**src/common/tdc_pkg.sv**
```systemverilog
`default_nettype none

package tdc_pkg;

    // -------------------------------------------------------------------
    // Clock and increment reset values
    // -------------------------------------------------------------------
    localparam int unsigned CLK_PERIOD_PS   = 8000;   // 125 MHz register and counter clock
    localparam int unsigned PS_PER_NS       = 1000;
    localparam int unsigned FRAC_ONE        = 65536;  // One nanosecond in fraction units
    localparam logic [3:0]  INC_WHOLE_DEF   = 4'(CLK_PERIOD_PS / PS_PER_NS);
    localparam logic [15:0] INC_FRAC_DEF    =
        16'(((CLK_PERIOD_PS % PS_PER_NS) * FRAC_ONE) / PS_PER_NS);
    localparam int unsigned STEP_NS_RST_DEF = 6;      // Offset step whole ns after reset
    localparam logic [15:0] STEP_FNS_RST    = 16'h0000;
    localparam logic [19:0] STEP_CNT_RST    = 20'h00000;
    localparam logic [3:0]  DRIFT_NS_RST    = 4'h0;
    localparam logic [15:0] DRIFT_FNS_RST   = 16'h0000;
    localparam logic [15:0] RATE_RST        = 16'h0000;
    localparam logic [15:0] SEC_HI_RST      = 16'h0000;
    localparam logic [31:0] SEC_LO_RST      = 32'h00000000;
    localparam logic [31:0] NS_RST          = 32'h00000000;
    localparam logic [15:0] FRAC_RST        = 16'h0000;
    localparam logic [31:0] NS_PER_SEC      = 32'h3b9aca00; // One billion

    // -------------------------------------------------------------------
    // Register word offsets
    // -------------------------------------------------------------------
    localparam int unsigned ADDR_W      = 6;
    localparam logic [5:0]  OFS_SEC_HI  = 6'h00;
    localparam logic [5:0]  OFS_SEC_LO  = 6'h01;
    localparam logic [5:0]  OFS_NS      = 6'h02;
    localparam logic [5:0]  OFS_RSVD    = 6'h03;
    localparam logic [5:0]  OFS_PERIOD  = 6'h04;
    localparam logic [5:0]  OFS_STEP    = 6'h05;
    localparam logic [5:0]  OFS_STEP_N  = 6'h06;
    localparam logic [5:0]  OFS_DRIFT   = 6'h1c;
    localparam logic [5:0]  OFS_RATE    = 6'h20;

    // -------------------------------------------------------------------
    // Field positions
    // -------------------------------------------------------------------
    localparam int unsigned FRAC_LSB    = 0;
    localparam int unsigned FRAC_MSB    = 15;
    localparam int unsigned WHOLE_LSB   = 16;
    localparam int unsigned WHOLE_MSB   = 19;
    localparam int unsigned SEC_HI_MSB  = 15;
    localparam int unsigned STEP_N_MSB  = 19;
    localparam int unsigned RATE_MSB    = 15;

endpackage : tdc_pkg

`default_nettype wire

```
**src/logic/tdc_interval_tick.sv**
```systemverilog
`timescale 1ns/1ps
`default_nettype none

module tdc_interval_tick #(
    parameter int unsigned W = 16
) (
    // Clock and reset
    input  wire logic         mclk,
    input  wire logic         rst,
    // Interval in cycles, zero stops the ticks
    input  wire logic [W-1:0] interval,
    // One-cycle tick at the end of each interval
    output logic              tick
);

    // -------------------------------------------------------------------
    // Elaboration check
    // -------------------------------------------------------------------
    if (W < 1 || W > 31) begin : g_bad_w
        $error("tdc_interval_tick: width out of range");
    end

    // -------------------------------------------------------------------
    // Cycle counter
    // -------------------------------------------------------------------
    logic [W-1:0] cnt_ff, nxt_cnt;

    // Tick on the last cycle of the interval, also if it was shortened
    always_comb begin
        tick    = (interval != '0) && (cnt_ff >= W'(interval - 1'b1));
        nxt_cnt = tick ? '0 : W'(cnt_ff + 1'b1);
        if (interval == '0) begin
            nxt_cnt = '0;
        end
    end

    // Register the count
    always_ff @(posedge mclk) begin
        if (rst) begin
            cnt_ff <= '0;
        end else begin
            cnt_ff <= nxt_cnt;
        end
    end

    // -------------------------------------------------------------------
    // Checks
    // -------------------------------------------------------------------
    a_tick_spacing: assert property (
        @(posedge mclk) disable iff (rst)
        (interval != '0 && !tick && $stable(interval)) |=> (cnt_ff == W'($past(cnt_ff) + 1'b1))
    ) else $error("interval counter did not advance");

endmodule : tdc_interval_tick

`default_nettype wire

```
**src/logic/tdc_regs.sv**
```systemverilog
`timescale 1ns/1ps
`default_nettype none

module tdc_regs
    import tdc_pkg::*;
#(
    parameter int unsigned offset_step_ns_reset_param = STEP_NS_RST_DEF,
    parameter int unsigned INC_NS_RESET               = int'(INC_WHOLE_DEF),
    parameter int unsigned INC_FRAC_RESET             = int'(INC_FRAC_DEF)
) (
    // Clock and reset
    input  wire logic              mclk,
    input  wire logic              rst,
    // Register control port
    input  wire logic [ADDR_W-1:0] csr_address,
    input  wire logic              csr_read,
    input  wire logic              csr_write,
    input  wire logic [31:0]       csr_writedata,
    output logic      [31:0]       csr_readdata
);

    // -------------------------------------------------------------------
    // Elaboration checks
    // -------------------------------------------------------------------
    if (offset_step_ns_reset_param > 15 || INC_NS_RESET > 15) begin : g_bad_ns
        $error("tdc_regs: whole nanosecond reset value exceeds four bits");
    end
    if (INC_FRAC_RESET > 65535) begin : g_bad_frac
        $error("tdc_regs: fraction reset value exceeds sixteen bits");
    end

    localparam logic [3:0]  STEP_NS_RST = 4'(offset_step_ns_reset_param);
    localparam logic [3:0]  INC_NS_RST  = 4'(INC_NS_RESET);
    localparam logic [15:0] INC_FNS_RST = 16'(INC_FRAC_RESET);

    // -------------------------------------------------------------------
    // State
    // -------------------------------------------------------------------
    logic [15:0] seconds_high_ff,          nxt_seconds_high;
    logic [31:0] seconds_low_ff,           nxt_seconds_low;
    logic [31:0] subsecond_count_ff,       nxt_subsecond_count;
    logic [15:0] frac_ff,                  nxt_frac;
    logic [3:0]  increment_whole_ns_ff,    nxt_increment_whole_ns;
    logic [15:0] increment_fraction_ff,    nxt_increment_fraction;
    logic [3:0]  offset_step_whole_ns_ff,  nxt_offset_step_whole_ns;
    logic [15:0] offset_step_fraction_ff,  nxt_offset_step_fraction;
    logic [19:0] offset_step_cycles_ff,    nxt_offset_step_cycles;
    logic [3:0]  drift_whole_ns_ff,        nxt_drift_whole_ns;
    logic [15:0] drift_fraction_ff,        nxt_drift_fraction;
    logic [15:0] drift_interval_cycles_ff, nxt_drift_interval_cycles;
    logic [31:0] nxt_readdata;

    // -------------------------------------------------------------------
    // Write strobes
    // -------------------------------------------------------------------
    logic wr_sec_hi;
    logic wr_sec_lo;
    logic wr_ns;
    logic wr_period;
    logic wr_step;
    logic wr_step_n;
    logic wr_drift;
    logic wr_rate;

    // One strobe per mapped word; the reserved word has none
    always_comb begin
        wr_sec_hi = csr_write && (csr_address == OFS_SEC_HI);
        wr_sec_lo = csr_write && (csr_address == OFS_SEC_LO);
        wr_ns     = csr_write && (csr_address == OFS_NS);
        wr_period = csr_write && (csr_address == OFS_PERIOD);
        wr_step   = csr_write && (csr_address == OFS_STEP);
        wr_step_n = csr_write && (csr_address == OFS_STEP_N);
        wr_drift  = csr_write && (csr_address == OFS_DRIFT);
        wr_rate   = csr_write && (csr_address == OFS_RATE);
    end

    // -------------------------------------------------------------------
    // Increment selection and time arithmetic
    // -------------------------------------------------------------------
    logic        step_active;
    logic        drift_hit;
    logic [3:0]  cur_inc_ns;
    logic [15:0] cur_inc_frac;
    logic [3:0]  drift_add_ns;
    logic [15:0] drift_add_frac;
    logic [47:0] step_sec;
    logic [31:0] step_ns;
    logic [15:0] step_frac;
    logic [47:0] sum_sec;
    logic [31:0] sum_ns;
    logic [15:0] sum_frac;

    // Alternate step replaces the period while cycles remain
    always_comb begin
        step_active    = (offset_step_cycles_ff != STEP_CNT_RST);
        cur_inc_ns     = step_active ? offset_step_whole_ns_ff : increment_whole_ns_ff;
        cur_inc_frac   = step_active ? offset_step_fraction_ff : increment_fraction_ff;
        drift_add_ns   = drift_hit ? drift_whole_ns_ff : 4'h0;
        drift_add_frac = drift_hit ? drift_fraction_ff : 16'h0000;
    end

    // Normal or alternate per-cycle step
    tdc_tod_add u_step_add (
        .sec_in   ({seconds_high_ff, seconds_low_ff}),
        .ns_in    (subsecond_count_ff),
        .frac_in  (frac_ff),
        .inc_ns   (cur_inc_ns),
        .inc_frac (cur_inc_frac),
        .sec_out  (step_sec),
        .ns_out   (step_ns),
        .frac_out (step_frac)
    );

    // Drift correction on top of the step
    tdc_tod_add u_drift_add (
        .sec_in   (step_sec),
        .ns_in    (step_ns),
        .frac_in  (step_frac),
        .inc_ns   (drift_add_ns),
        .inc_frac (drift_add_frac),
        .sec_out  (sum_sec),
        .ns_out   (sum_ns),
        .frac_out (sum_frac)
    );

    // Correction interval timer
    tdc_interval_tick #(
        .W (RATE_MSB + 1)
    ) u_drift_tick (
        .mclk     (mclk),
        .rst      (rst),
        .interval (drift_interval_cycles_ff),
        .tick     (drift_hit)
    );

    // -------------------------------------------------------------------
    // Time of day next state
    // -------------------------------------------------------------------
    // A software write to a time word wins over the advance of that word
    always_comb begin
        nxt_seconds_high    = sum_sec[47:32];
        nxt_seconds_low     = sum_sec[31:0];
        nxt_subsecond_count = sum_ns;
        nxt_frac            = sum_frac;
        if (wr_sec_hi) begin
            nxt_seconds_high = csr_writedata[SEC_HI_MSB:0];
        end
        if (wr_sec_lo) begin
            nxt_seconds_low = csr_writedata;
        end
        if (wr_ns) begin
            nxt_subsecond_count = csr_writedata;
            nxt_frac            = FRAC_RST;
        end
    end

    // -------------------------------------------------------------------
    // Configuration next state
    // -------------------------------------------------------------------
    always_comb begin
        nxt_increment_whole_ns    = increment_whole_ns_ff;
        nxt_increment_fraction    = increment_fraction_ff;
        nxt_offset_step_whole_ns  = offset_step_whole_ns_ff;
        nxt_offset_step_fraction  = offset_step_fraction_ff;
        nxt_drift_whole_ns        = drift_whole_ns_ff;
        nxt_drift_fraction        = drift_fraction_ff;
        nxt_drift_interval_cycles = drift_interval_cycles_ff;
        nxt_offset_step_cycles    = step_active ? 20'(offset_step_cycles_ff - 1'b1)
                                                : offset_step_cycles_ff;
        if (wr_period) begin
            nxt_increment_fraction = csr_writedata[FRAC_MSB:FRAC_LSB];
            nxt_increment_whole_ns = csr_writedata[WHOLE_MSB:WHOLE_LSB];
        end
        if (wr_step) begin
            nxt_offset_step_fraction = csr_writedata[FRAC_MSB:FRAC_LSB];
            nxt_offset_step_whole_ns = csr_writedata[WHOLE_MSB:WHOLE_LSB];
        end
        if (wr_step_n) begin
            nxt_offset_step_cycles = csr_writedata[STEP_N_MSB:0];
        end
        if (wr_drift) begin
            nxt_drift_fraction = csr_writedata[FRAC_MSB:FRAC_LSB];
            nxt_drift_whole_ns = csr_writedata[WHOLE_MSB:WHOLE_LSB];
        end
        if (wr_rate) begin
            nxt_drift_interval_cycles = csr_writedata[RATE_MSB:0];
        end
    end

    // -------------------------------------------------------------------
    // Read data
    // -------------------------------------------------------------------
    // Unused bits, the reserved word and unmapped words read as zero
    always_comb begin
        nxt_readdata = csr_readdata;
        if (csr_read) begin
            if (csr_address == OFS_SEC_HI) begin
                nxt_readdata = {16'h0000, seconds_high_ff};
            end else if (csr_address == OFS_SEC_LO) begin
                nxt_readdata = seconds_low_ff;
            end else if (csr_address == OFS_NS) begin
                nxt_readdata = subsecond_count_ff;
            end else if (csr_address == OFS_PERIOD) begin
                nxt_readdata = {12'h000, increment_whole_ns_ff, increment_fraction_ff};
            end else if (csr_address == OFS_STEP) begin
                nxt_readdata = {12'h000, offset_step_whole_ns_ff, offset_step_fraction_ff};
            end else if (csr_address == OFS_STEP_N) begin
                nxt_readdata = {12'h000, offset_step_cycles_ff};
            end else if (csr_address == OFS_DRIFT) begin
                nxt_readdata = {12'h000, drift_whole_ns_ff, drift_fraction_ff};
            end else if (csr_address == OFS_RATE) begin
                nxt_readdata = {16'h0000, drift_interval_cycles_ff};
            end else begin
                nxt_readdata = 32'h00000000;
            end
        end
    end

    // -------------------------------------------------------------------
    // Registers
    // -------------------------------------------------------------------
    always_ff @(posedge mclk) begin
        if (rst) begin
            seconds_high_ff          <= SEC_HI_RST;
            seconds_low_ff           <= SEC_LO_RST;
            subsecond_count_ff       <= NS_RST;
            frac_ff                  <= FRAC_RST;
            increment_whole_ns_ff    <= INC_NS_RST;
            increment_fraction_ff    <= INC_FNS_RST;
            offset_step_whole_ns_ff  <= STEP_NS_RST;
            offset_step_fraction_ff  <= STEP_FNS_RST;
            offset_step_cycles_ff    <= STEP_CNT_RST;
            drift_whole_ns_ff        <= DRIFT_NS_RST;
            drift_fraction_ff        <= DRIFT_FNS_RST;
            drift_interval_cycles_ff <= RATE_RST;
            csr_readdata             <= 32'h00000000;
        end else begin
            seconds_high_ff          <= nxt_seconds_high;
            seconds_low_ff           <= nxt_seconds_low;
            subsecond_count_ff       <= nxt_subsecond_count;
            frac_ff                  <= nxt_frac;
            increment_whole_ns_ff    <= nxt_increment_whole_ns;
            increment_fraction_ff    <= nxt_increment_fraction;
            offset_step_whole_ns_ff  <= nxt_offset_step_whole_ns;
            offset_step_fraction_ff  <= nxt_offset_step_fraction;
            offset_step_cycles_ff    <= nxt_offset_step_cycles;
            drift_whole_ns_ff        <= nxt_drift_whole_ns;
            drift_fraction_ff        <= nxt_drift_fraction;
            drift_interval_cycles_ff <= nxt_drift_interval_cycles;
            csr_readdata             <= nxt_readdata;
        end
    end

    // -------------------------------------------------------------------
    // Checks
    // -------------------------------------------------------------------
    a_sec_high_read: assert property (
        @(posedge mclk) disable iff (rst)
        (csr_read && csr_address == OFS_SEC_HI)
            |=> (csr_readdata == {16'h0000, $past(seconds_high_ff)})
    ) else $error("seconds high word read back wrong");

    a_time_reset: assert property (
        @(posedge mclk)
        rst |=> (seconds_low_ff == SEC_LO_RST && subsecond_count_ff == NS_RST
                 && seconds_high_ff == SEC_HI_RST)
    ) else $error("time of day not cleared by reset");

    a_ns_write: assert property (
        @(posedge mclk) disable iff (rst)
        wr_ns ##1 (csr_read && csr_address == OFS_NS && !csr_write)
            |=> (csr_readdata == $past(csr_writedata, 2))
    ) else $error("nanosecond word lost a write");

    a_rsvd_read: assert property (
        @(posedge mclk) disable iff (rst)
        (csr_read && csr_address == OFS_RSVD) |=> (csr_readdata == 32'h00000000)
    ) else $error("reserved word read nonzero");

    a_period_write: assert property (
        @(posedge mclk) disable iff (rst)
        wr_period |=> ({increment_whole_ns_ff, increment_fraction_ff}
                       == $past(csr_writedata[WHOLE_MSB:FRAC_LSB]))
    ) else $error("period word not stored");

    a_period_reset: assert property (
        @(posedge mclk)
        rst |=> (increment_whole_ns_ff == INC_NS_RST && increment_fraction_ff == INC_FNS_RST)
    ) else $error("period word reset value wrong");

    a_ns_advance: assert property (
        @(posedge mclk) disable iff (rst)
        (!csr_write && !step_active && !drift_hit
            && subsecond_count_ff < 32'h3b9ac9f0)
            |=> ({subsecond_count_ff, frac_ff} == 48'($past({subsecond_count_ff, frac_ff})
                 + {28'h0, $past(increment_whole_ns_ff), $past(increment_fraction_ff)}))
    ) else $error("time of day did not advance by the period");

    a_ns_bounded: assert property (
        @(posedge mclk) disable iff (rst)
        ($past(!csr_write) && $past(subsecond_count_ff) < NS_PER_SEC)
            |-> (subsecond_count_ff < NS_PER_SEC)
    ) else $error("nanosecond count reached one second");

    a_step_count: assert property (
        @(posedge mclk) disable iff (rst)
        (step_active && !wr_step_n)
            |=> (offset_step_cycles_ff == 20'($past(offset_step_cycles_ff) - 1'b1))
    ) else $error("offset step count did not decrement");

    a_drift_apply: assert property (
        @(posedge mclk) disable iff (rst)
        (drift_hit && !csr_write && !step_active && subsecond_count_ff < 32'h3b9ac9e0)
            |=> ({subsecond_count_ff, frac_ff} == 48'($past({subsecond_count_ff, frac_ff})
                 + {28'h0, $past(increment_whole_ns_ff), $past(increment_fraction_ff)}
                 + {28'h0, $past(drift_whole_ns_ff), $past(drift_fraction_ff)}))
    ) else $error("drift correction not added");

    a_step_reset: assert property (
        @(posedge mclk)
        rst |=> (offset_step_whole_ns_ff == STEP_NS_RST)
    ) else $error("offset step reset value wrong");

endmodule : tdc_regs

`default_nettype wire

```
**src/logic/tdc_tod_add.sv**
```systemverilog
`timescale 1ns/1ps
`default_nettype none

module tdc_tod_add
    import tdc_pkg::*;
(
    // Time in
    input  wire logic [47:0] sec_in,
    input  wire logic [31:0] ns_in,
    input  wire logic [15:0] frac_in,
    // Step to add
    input  wire logic [3:0]  inc_ns,
    input  wire logic [15:0] inc_frac,
    // Time out
    output logic      [47:0] sec_out,
    output logic      [31:0] ns_out,
    output logic      [15:0] frac_out
);

    // -------------------------------------------------------------------
    // Fraction, nanosecond and second carry chain
    // -------------------------------------------------------------------
    logic [16:0] frac_sum;
    logic [32:0] ns_sum;

    always_comb begin
        frac_sum = {1'b0, frac_in} + {1'b0, inc_frac};
        ns_sum   = {1'b0, ns_in} + {29'h0, inc_ns} + {32'h0, frac_sum[16]};
        frac_out = frac_sum[15:0];
        sec_out  = sec_in;
        ns_out   = ns_sum[31:0];
        if (ns_sum >= {1'b0, NS_PER_SEC}) begin
            ns_out  = 32'(ns_sum - {1'b0, NS_PER_SEC});
            sec_out = sec_in + 48'h1;
        end
    end

endmodule : tdc_tod_add

`default_nettype wire

```
**config.mk**
```make
export PLATFORM = sky130hd
export DESIGN_NAME = tdc_regs
export DESIGN_NICKNAME = d
export VERILOG_FILES = /design/src/common/tdc_pkg.sv /design/src/logic/tdc_interval_tick.sv /design/src/logic/tdc_regs.sv /design/src/logic/tdc_tod_add.sv
export SDC_FILE = /design/constraint.sdc
export NUM_CORES = 1
export LEC_CHECK = 0
export BUFFER_PORTS_ARGS = -buffer_cell sky130_fd_sc_hd__buf_2
export CAP_MARGIN = 20
export CORE_AREA = 2 2 172 174
export DETAILED_ROUTE_END_ITERATION = 6
export DIE_AREA = 0 0 174 176
export GPL_TIMING_DRIVEN = 0
export PLACE_DENSITY = 0.81
export SLEW_MARGIN = 20
export SYNTH_ARGS = -nofsm -noshare
export SYNTH_HDL_FRONTEND = slang
export SYNTH_SLANG_ARGS = --single-unit
```
**constraint.sdc**
```tcl
create_clock -name mclk -period 14.8 [get_ports mclk]
set_input_delay 0 -clock mclk [delete_from_list [all_inputs] [get_ports mclk]]
set_output_delay 0 -clock mclk [all_outputs]
set_load 0.005 [all_outputs]
```
# == Yosys cells after proc, flatten, opt, wreduce, memory -nomap -nowiden ==
# Cells that the tools add are included.
# word_totals
word_cells,74
output_inout_bits,32
register_bits,240
in_bits,42
# classes
reduce_logical,16
n_mux,21
n_lt_le_gt_ge,3
n_eq_ne,7
add_sub_neg,13
# op_table
operator,n
32-bit 2-to-1 mux,7
20-bit 2-to-1 mux,6
"48-bit by 1-bit adder with 48-bit output, second input constant",2
48-bit 2-to-1 mux,2
32-bit by 4-bit adder with 33-bit output,2
33-bit by 1-bit adder with 33-bit output,2
"33-bit by 30-bit >= comparator with 1-bit output, second input constant",2
16-bit 2-to-1 mux,4
"32-bit by 30-bit subtractor with 32-bit output, second input constant",2
16-bit by 16-bit adder with 17-bit output,2
20-bit nonzero test,1
"20-bit by 1-bit subtractor with 20-bit output, second input constant",1
"6-bit by 3-bit == test with 1-bit output, second input constant",3
"16-bit by 1-bit adder with 16-bit output, second input constant",1
16-bit >= comparator,1
16-bit zero test,1
16-bit nonzero test,1
"16-bit by 1-bit subtractor with 16-bit output, second input constant",1
1-bit logical AND,9
4-bit 2-to-1 mux,2
"6-bit by 1-bit == test with 1-bit output, second input constant",1
"6-bit by 2-bit == test with 1-bit output, second input constant",1
"6-bit by 5-bit == test with 1-bit output, second input constant",1
"6-bit == test, second input constant",1
4 further kinds,4

# == Longest topological paths before layout ==
# logic_depth
word_depth,11
mapped_depth,60
mapped_depth_nobuf,55

# == Cells and area by module ==
# From an unflattened synthesis, not the netlist that was laid out.
# hier_totals
hier_cells,2420
hier_area_um2,18143.7
# by_module_without_submodules
module,seq_area_each_um2,area_each_um2,cells_per_inst,instances
tdc_regs,4484.3,9613.0,1195,1
tdc_tod_add at u_drift_add,0.0,3669.8,544,1
tdc_tod_add at u_step_add,0.0,3472.1,507,1
tdc_interval_tick,320.3,1388.8,174,1

# == Worst setup path before layout ==
# Ideal clock, no wire load.
# synth_path
path_kind,register -> register
from,register offset_step_cycles_ff[0]
to,register seconds_high_ff[14]
period_less_slack_ps,10596
path_stages_with_launch,57
arrival_ps,10478
setup_slack_ps,4204
required_time_ps,14683
path_cell_list,dfxtp_1 inv_1 ha_1 nand2_1 nor3_1 nand2b_1 nand2b_1 nand2b_1 or3_1 clkbuf_1 clkbuf_1 nand2_1 nand2_1 ha_1 fa_1 a21oi_1 nor2_1 nor2_1 [... 21 more ...] clkbuf_1 ha_1 inv_1 o21a_1 o211ai_1 a31o_2 a21oi_1 o32a_1 a211oi_4 buf_2 nand4_1 xnor2_1 nor3b_1 o22a_2 o211ai_2 nor4_2 nand4_1 a32o_1
# synth_via
elab_chain_cells,11
elab_cells_between_ends,17
cone_classes,8 x add/sub; 2 x order compare; 6 x mux; 1 x reduce/logical
# synth_lines
element,line_no,rtl
"start, declared",tdc_regs.sv:47,"logic [19:0] offset_step_cycles_ff, nxt_offset_step_cycles;"
"start signal, assigned",tdc_regs.sv:246,offset_step_cycles_ff <= nxt_offset_step_cycles;
20-bit nonzero test (*),tdc_regs.sv:95,step_active = (offset_step_cycles_ff != STEP_CNT_RST);
4-bit 2-to-1 mux or 16-bit 2-to-1 mux (tied branches),"tdc_regs.sv:96, tdc_regs.sv:97",
32-bit by 4-bit adder with 33-bit output or 16-bit by 16-bit adder with 17-bit output (tied branches),"tdc_tod_add.sv:28, tdc_tod_add.sv:27",
33-bit by 1-bit adder with 33-bit output,tdc_tod_add.sv:28,"ns_sum = {1'b0, ns_in} + {29'h0, inc_ns} + {32'h0, frac_sum[16]};"
32-bit by 30-bit subtractor with 32-bit output or 33-bit by 30-bit >= comparator with 1-bit output (tied branches),"tdc_tod_add.sv:33, tdc_tod_add.sv:32",
32-bit 2-to-1 mux,tdc_tod_add.sv:32,"if (ns_sum >= {1'b0, NS_PER_SEC}) begin"
32-bit by 4-bit adder with 33-bit output,tdc_tod_add.sv:28,
33-bit by 1-bit adder with 33-bit output,tdc_tod_add.sv:28,
33-bit by 30-bit >= comparator with 1-bit output,tdc_tod_add.sv:32,
48-bit 2-to-1 mux (*),tdc_tod_add.sv:32,
16-bit 2-to-1 mux (*),tdc_regs.sv:145,if (wr_sec_hi) begin
"end signal, assigned",tdc_regs.sv:238,seconds_high_ff <= nxt_seconds_high;
"end, declared",tdc_regs.sv:39,"logic [15:0] seconds_high_ff, nxt_seconds_high;"
# Mark *: on every way between the ends. The rest lies on a longest branch, timed or not.
# A chain may end at the register's enable or synchronous reset.

# == Worst setup path after layout ==
# layout_path
from,register offset_step_cycles_ff[0]
to,register seconds_low_ff[12]
# layout_via
elab_chain_cells,11
elab_cells_between_ends,17
cone_classes,8 x add/sub; 2 x order compare; 6 x mux; 1 x reduce/logical
# layout_lines
element,line_no,rtl
20-bit nonzero test (*),tdc_regs.sv:95,
4-bit 2-to-1 mux or 16-bit 2-to-1 mux (tied branches),"tdc_regs.sv:96, tdc_regs.sv:97",
32-bit by 4-bit adder with 33-bit output or 16-bit by 16-bit adder with 17-bit output (tied branches),"tdc_tod_add.sv:28, tdc_tod_add.sv:27",
33-bit by 1-bit adder with 33-bit output,tdc_tod_add.sv:28,
32-bit by 30-bit subtractor with 32-bit output or 33-bit by 30-bit >= comparator with 1-bit output (tied branches),"tdc_tod_add.sv:33, tdc_tod_add.sv:32",
32-bit 2-to-1 mux,tdc_tod_add.sv:32,
32-bit by 4-bit adder with 33-bit output,tdc_tod_add.sv:28,
33-bit by 1-bit adder with 33-bit output,tdc_tod_add.sv:28,
33-bit by 30-bit >= comparator with 1-bit output,tdc_tod_add.sv:32,
48-bit 2-to-1 mux (*),tdc_tod_add.sv:32,
32-bit 2-to-1 mux (*),tdc_regs.sv:148,if (wr_sec_lo) begin
"end signal, assigned",tdc_regs.sv:239,seconds_low_ff <= nxt_seconds_low;
"end, declared",tdc_regs.sv:40,"logic [31:0] seconds_low_ff, nxt_seconds_low;"
# Marked as above.

==> metrics.txt <==
# TYPE chip_impl_metric gauge
chip_impl_metric{name="maxSlewHeadroom",unit=""} 0.243
chip_impl_metric{name="max-vdd-ir-drop",unit="uV"} 115
chip_impl_metric{name="slew_violations",unit=""} 0
chip_impl_metric{name="power_density",unit="nW/um^2"} 92.6
chip_impl_metric{name="floorplan.core_area",unit="sq um"} 28500
chip_impl_metric{name="holdPathStages",unit=""} 3
chip_impl_metric{name="mappedNetlistArea",unit="sq um"} 18100
chip_impl_info{name="tritoncts_clock_tree",value="done"} 1
chip_impl_info{name="min_to",value="csr_readdata[0]$_SDFFE_PP0P_"} 1
chip_impl_metric{name="grt_antenna_before_repair",unit=""} 1
chip_impl_info{name="crit_path_frequent_cell",value="sky130_fd_sc_hd__a21oi_1"} 1
chip_impl_metric{name="critical_path.max_stage_delay",unit="ns"} 0.64
chip_impl_metric{name="required_time_at_the_worst_slack_endpoint",unit="ns"} 15.21
chip_impl_metric{name="vias_per_cell",unit=""} 6.74
chip_impl_info{name="reg2reg_to",value="seconds_low_ff[12]$_SDFF_PP0_"} 1
chip_impl_info{name="setup_repair_after_global_routing_missed_its_margin",value="false"} 1
chip_impl_metric{name="syn-num-nets",unit=""} 2553
chip_impl_metric{name="port_buffers",unit=""} 58
chip_impl_metric{name="drt_iter0_drc",unit=""} 3157
chip_impl_metric{name="crit_fanout",unit=""} 10
chip_impl_metric{name="fp.dieW",unit="um"} 174
chip_impl_info{name="timing.critical_path.slowest_stage_cell",value="sky130_fd_sc_hd__a2111oi_0"} 1
chip_impl_metric{name="globalRouteTotalUtil",unit=""} 0.440
chip_impl_metric{name="dpl.hpwl",unit="um"} 51900
chip_impl_metric{name="gp_congestion",unit=""} 1.02
chip_impl_metric{name="htree_levels",unit=""} 1
chip_impl_metric{name="achievable-frequency",unit="MHz"} 71.0
chip_impl_metric{name="grt_first_pass_wirelength",unit="um"} 105000
chip_impl_info{name="min_path_type",value="in2reg"} 1
chip_impl_metric{name="clkSinkCount",unit=""} 240
chip_impl_metric{name="drc",unit=""} 33
chip_impl_metric{name="floorplan.die.height",unit="um"} 176
chip_impl_metric{name="period_minus_slack",unit="ns"} 14.09
chip_impl_metric{name="pre_cts_ws",unit="ns"} 1.25
chip_impl_metric{name="p_leak",unit="nW"} 7.41
chip_impl_metric{name="setup_ws",unit="ns"} 0.714
chip_impl_metric{name="route.detailed.wl_per_inst",unit="um"} 23.5
chip_impl_metric{name="maxCapViolCount",unit=""} 0
chip_impl_metric{name="critical_path_arrival",unit="ns"} 14.50
chip_impl_metric{name="syn_area_per_cell",unit="sq um"} 7.43
chip_impl_metric{name="reg2reg_slack",unit="ns"} 0.71
chip_impl_metric{name="postSynth.asyncResetShare",unit=""} 0
chip_impl_metric{name="via_count",unit=""} 20000
chip_impl_metric{name="max-clock-path-buffers",unit=""} 3
chip_impl_metric{name="post_route_cells_drive_above_1_share",unit=""} 0.0794
chip_impl_info{name="synthFlopType",value="sky130_fd_sc_hd__dfxtp_1"} 1
chip_impl_metric{name="report.final.hold_viol_count",unit=""} 0
chip_impl_metric{name="clock_latency",unit="ns"} 0.58
chip_impl_info{name="critical_path.reg2reg.startpoint",value="offset_step_cycles_ff[0]$_SDFFE_PP0P_"} 1
chip_impl_info{name="timing.critical_path.from_type",value="register"} 1
chip_impl_info{name="failed_checks",value="design-rule violations"} 1
chip_impl_metric{name="overflow",unit=""} 0
chip_impl_metric{name="rows",unit=""} 62
chip_impl_metric{name="post-route-period-util",unit=""} 0.952
chip_impl_metric{name="synth-seq-area-share",unit=""} 0.265
chip_impl_metric{name="ys.warnings.count",unit=""} 0
chip_impl_metric{name="ant_nets",unit=""} 0
chip_impl_metric{name="grt_start_max_net_pins",unit=""} 15
chip_impl_metric{name="first_global_vias",unit=""} 18400
chip_impl_metric{name="flow.area_growth_from_synthesis",unit="%"} 11.1
chip_impl_metric{name="post_route_setup_tns",unit="ns"} 0
chip_impl_metric{name="start_util",unit=""} 0.636
chip_impl_metric{name="dr.pass1.iters",unit=""} 7
chip_impl_info{name="root_buffer",value="sky130_fd_sc_hd__clkbuf_16"} 1
chip_impl_metric{name="nets",unit=""} 2672
chip_impl_metric{name="worst_clock_skew",unit="ns"} 0.0298
chip_impl_metric{name="setup-violations-final",unit=""} 0
chip_impl_metric{name="post_synthesis_register_bit_count",unit=""} 240
chip_impl_metric{name="synth_enable_flop_cells",unit=""} 0
chip_impl_metric{name="worst_r2r_path_depth",unit=""} 58
chip_impl_metric{name="drt-total-wl",unit="um"} 69700
chip_impl_info{name="end_kind",value="register"} 1
chip_impl_metric{name="die-area",unit="sq um"} 30600
chip_impl_metric{name="clkTransAtPathRegs",unit="ns"} 0.06
chip_impl_info{name="timing.setup.critical_path_class",value="reg2reg"} 1
chip_impl_metric{name="tritoncts.num_buffers",unit=""} 27
chip_impl_metric{name="cts_post_setup_buffers_inserted",unit=""} 0
chip_impl_metric{name="ys_types",unit=""} 105
chip_impl_metric{name="total_power",unit="mW"} 1.87
chip_impl_metric{name="syn-instance-count",unit=""} 2444
chip_impl_info{name="min_from",value="csr_read"} 1
chip_impl_info{name="run_status",value="complete, but fails checks"} 1
chip_impl_metric{name="pin_slew_with_the_least_headroom_to_its_limit",unit="ns"} 1.14
chip_impl_metric{name="io_pins",unit=""} 74
## layer usage
metal  part of all wire  track usage  routed length, um  vias up
met3               0.14        0.118               9900      287
met1               0.39        0.588              27000     9276
met4              0.055        0.209               3850        2
li1                   -            -                  -     9005
met2               0.42        0.662              29000     1433
met5            0.00014            0                 10        -
## sequential cells by signal (all words and copies together) (netlist names), 20 cells and up
| register | count |
|---|---|
| subsecond_count_ff | 32 |
| csr_readdata | 32 |
| seconds_low_ff | 32 |
| offset_step_cycles_ff | 20 |
## through the flow
step	util	cells	area, sq um	hold WS (ns)
3_3_place_gp	0.663	2886	18900	0.265
5_1_grt	0.706	2965	20200	0.0575
2_1_floorplan	-	2444	18100	0.124
3_5_place_dp	0.664	2888	18900	0.278
6_report	0.706	2967	20200	0.0471
4_1_cts	0.706	2965	20100	0.0159
## how the worst max path moves through the flow
stage                                          start                             end  slack, ns
2_1_floorplan  offset_step_cycles_ff[0]$_SDFFE_PP0P_  seconds_high_ff[14]$_SDFF_PP0_       4.20
3_3_place_gp   offset_step_cycles_ff[0]$_SDFFE_PP0P_   seconds_low_ff[12]$_SDFF_PP0_       1.48
3_5_place_dp   offset_step_cycles_ff[0]$_SDFFE_PP0P_   seconds_low_ff[12]$_SDFF_PP0_       1.25
4_1_cts        offset_step_cycles_ff[0]$_SDFFE_PP0P_   seconds_low_ff[12]$_SDFF_PP0_       1.11
5_1_grt        offset_step_cycles_ff[0]$_SDFFE_PP0P_   seconds_low_ff[12]$_SDFF_PP0_       0.02
6_report       offset_step_cycles_ff[0]$_SDFFE_PP0P_   seconds_low_ff[12]$_SDFF_PP0_       0.71
## layout make-up
cell class / instances / area (sq um)
Multi-Input combinational cell: 1985 / 12500
Fill cell: 2428 / 8390
Sequential cell: 240 / 4800
Clock buffer: 39 / 791
Buffer: 163 / 702
Timing Repair Buffer: 90 / 601
Tap cell: 384 / 480
Inverter: 56 / 210
Clock inverter: 8 / 111
Antenna cell: 2 / 5.00
## what timing repair did
item | 4_1_cts | 5_1_grt
endpoints found under the setup margin | 0 | 15
hold buffers | 30 | 0
hold endpoints to repair | 160 | 0
resized for setup | 0 | 1
## report_power, final
group          switching [mW]  internal [mW]
clock network           0.291          0.406
registers              0.0476          0.681
logic                   0.285          0.156
## critical path: cells and delay by family (launching register included)
kind            cells  cell delay [ns]
flops               1             0.37
buf+inv             9             2.61
compound gates     21             4.73
simple gates       20             3.77
fa+ha+maj           6             1.96
xor+xnor            2             0.42
## synth_stat cells, types with 54 or more instances
| cell type | instances | area, sq um |
|---|---|---|
| sky130_fd_sc_hd__xnor2_1 | 145 | 1270 |
| sky130_fd_sc_hd__nand2_1 | 422 | 1580 |
| sky130_fd_sc_hd__clkbuf_1 | 121 | 454 |
| sky130_fd_sc_hd__xor2_1 | 64 | 561 |
| sky130_fd_sc_hd__a21oi_1 | 180 | 901 |
| sky130_fd_sc_hd__inv_1 | 55 | 206 |
| sky130_fd_sc_hd__o21ai_0 | 68 | 340 |
| sky130_fd_sc_hd__and3_1 | 54 | 338 |
| sky130_fd_sc_hd__dfxtp_1 | 240 | 4800 |
| sky130_fd_sc_hd__ha_1 | 61 | 763 |
| sky130_fd_sc_hd__nand3_1 | 102 | 510 |
| sky130_fd_sc_hd__nor2_1 | 215 | 807 |
## kinds of logic after synthesis
logic type               count (synthesis)  synth area share
flip-flops                             240             0.265
buffers and inverters                  219            0.0503
multiplexers                            36            0.0203
AND/OR/NAND/NOR                       1082             0.288
AO/OA/AOI/OAI                          589             0.225
XOR/XNOR                               211             0.103
adder cells (fa/ha/maj)                 67            0.0487
## placed cells by master (no fill, tap or decap), types with 10 or more instances in the layout
cell	n
sky130_fd_sc_hd__nand2_1	422
sky130_fd_sc_hd__dfxtp_1	240
sky130_fd_sc_hd__nor2_1	215
sky130_fd_sc_hd__a21oi_1	180
sky130_fd_sc_hd__xnor2_1	145
sky130_fd_sc_hd__clkbuf_1	126
sky130_fd_sc_hd__nand3_1	102
sky130_fd_sc_hd__buf_2	76
sky130_fd_sc_hd__o21ai_0	68
sky130_fd_sc_hd__xor2_1	64
sky130_fd_sc_hd__ha_1	61
sky130_fd_sc_hd__inv_1	55
sky130_fd_sc_hd__and3_1	54
sky130_fd_sc_hd__nand4_1	50
sky130_fd_sc_hd__nor3_1	47
sky130_fd_sc_hd__a211oi_1	44
sky130_fd_sc_hd__a21o_1	31
sky130_fd_sc_hd__mux2i_1	30
sky130_fd_sc_hd__dlygate4sd3_1	30
sky130_fd_sc_hd__clkbuf_16	27
sky130_fd_sc_hd__nor4_1	25
sky130_fd_sc_hd__a311oi_1	25
sky130_fd_sc_hd__or3_1	24
sky130_fd_sc_hd__o211ai_1	24
sky130_fd_sc_hd__o21bai_1	23
sky130_fd_sc_hd__nand2b_1	20
sky130_fd_sc_hd__o22ai_1	20
sky130_fd_sc_hd__and2_1	20
sky130_fd_sc_hd__nor2b_1	18
sky130_fd_sc_hd__a22oi_1	18
sky130_fd_sc_hd__a31oi_1	14
sky130_fd_sc_hd__a22o_1	13
sky130_fd_sc_hd__a222oi_1	12
sky130_fd_sc_hd__or4_1	11
sky130_fd_sc_hd__buf_4	11
sky130_fd_sc_hd__o21a_1	10
sky130_fd_sc_hd__a211o_1	10
Note: power is estimated with default switching activity, not from simulation.
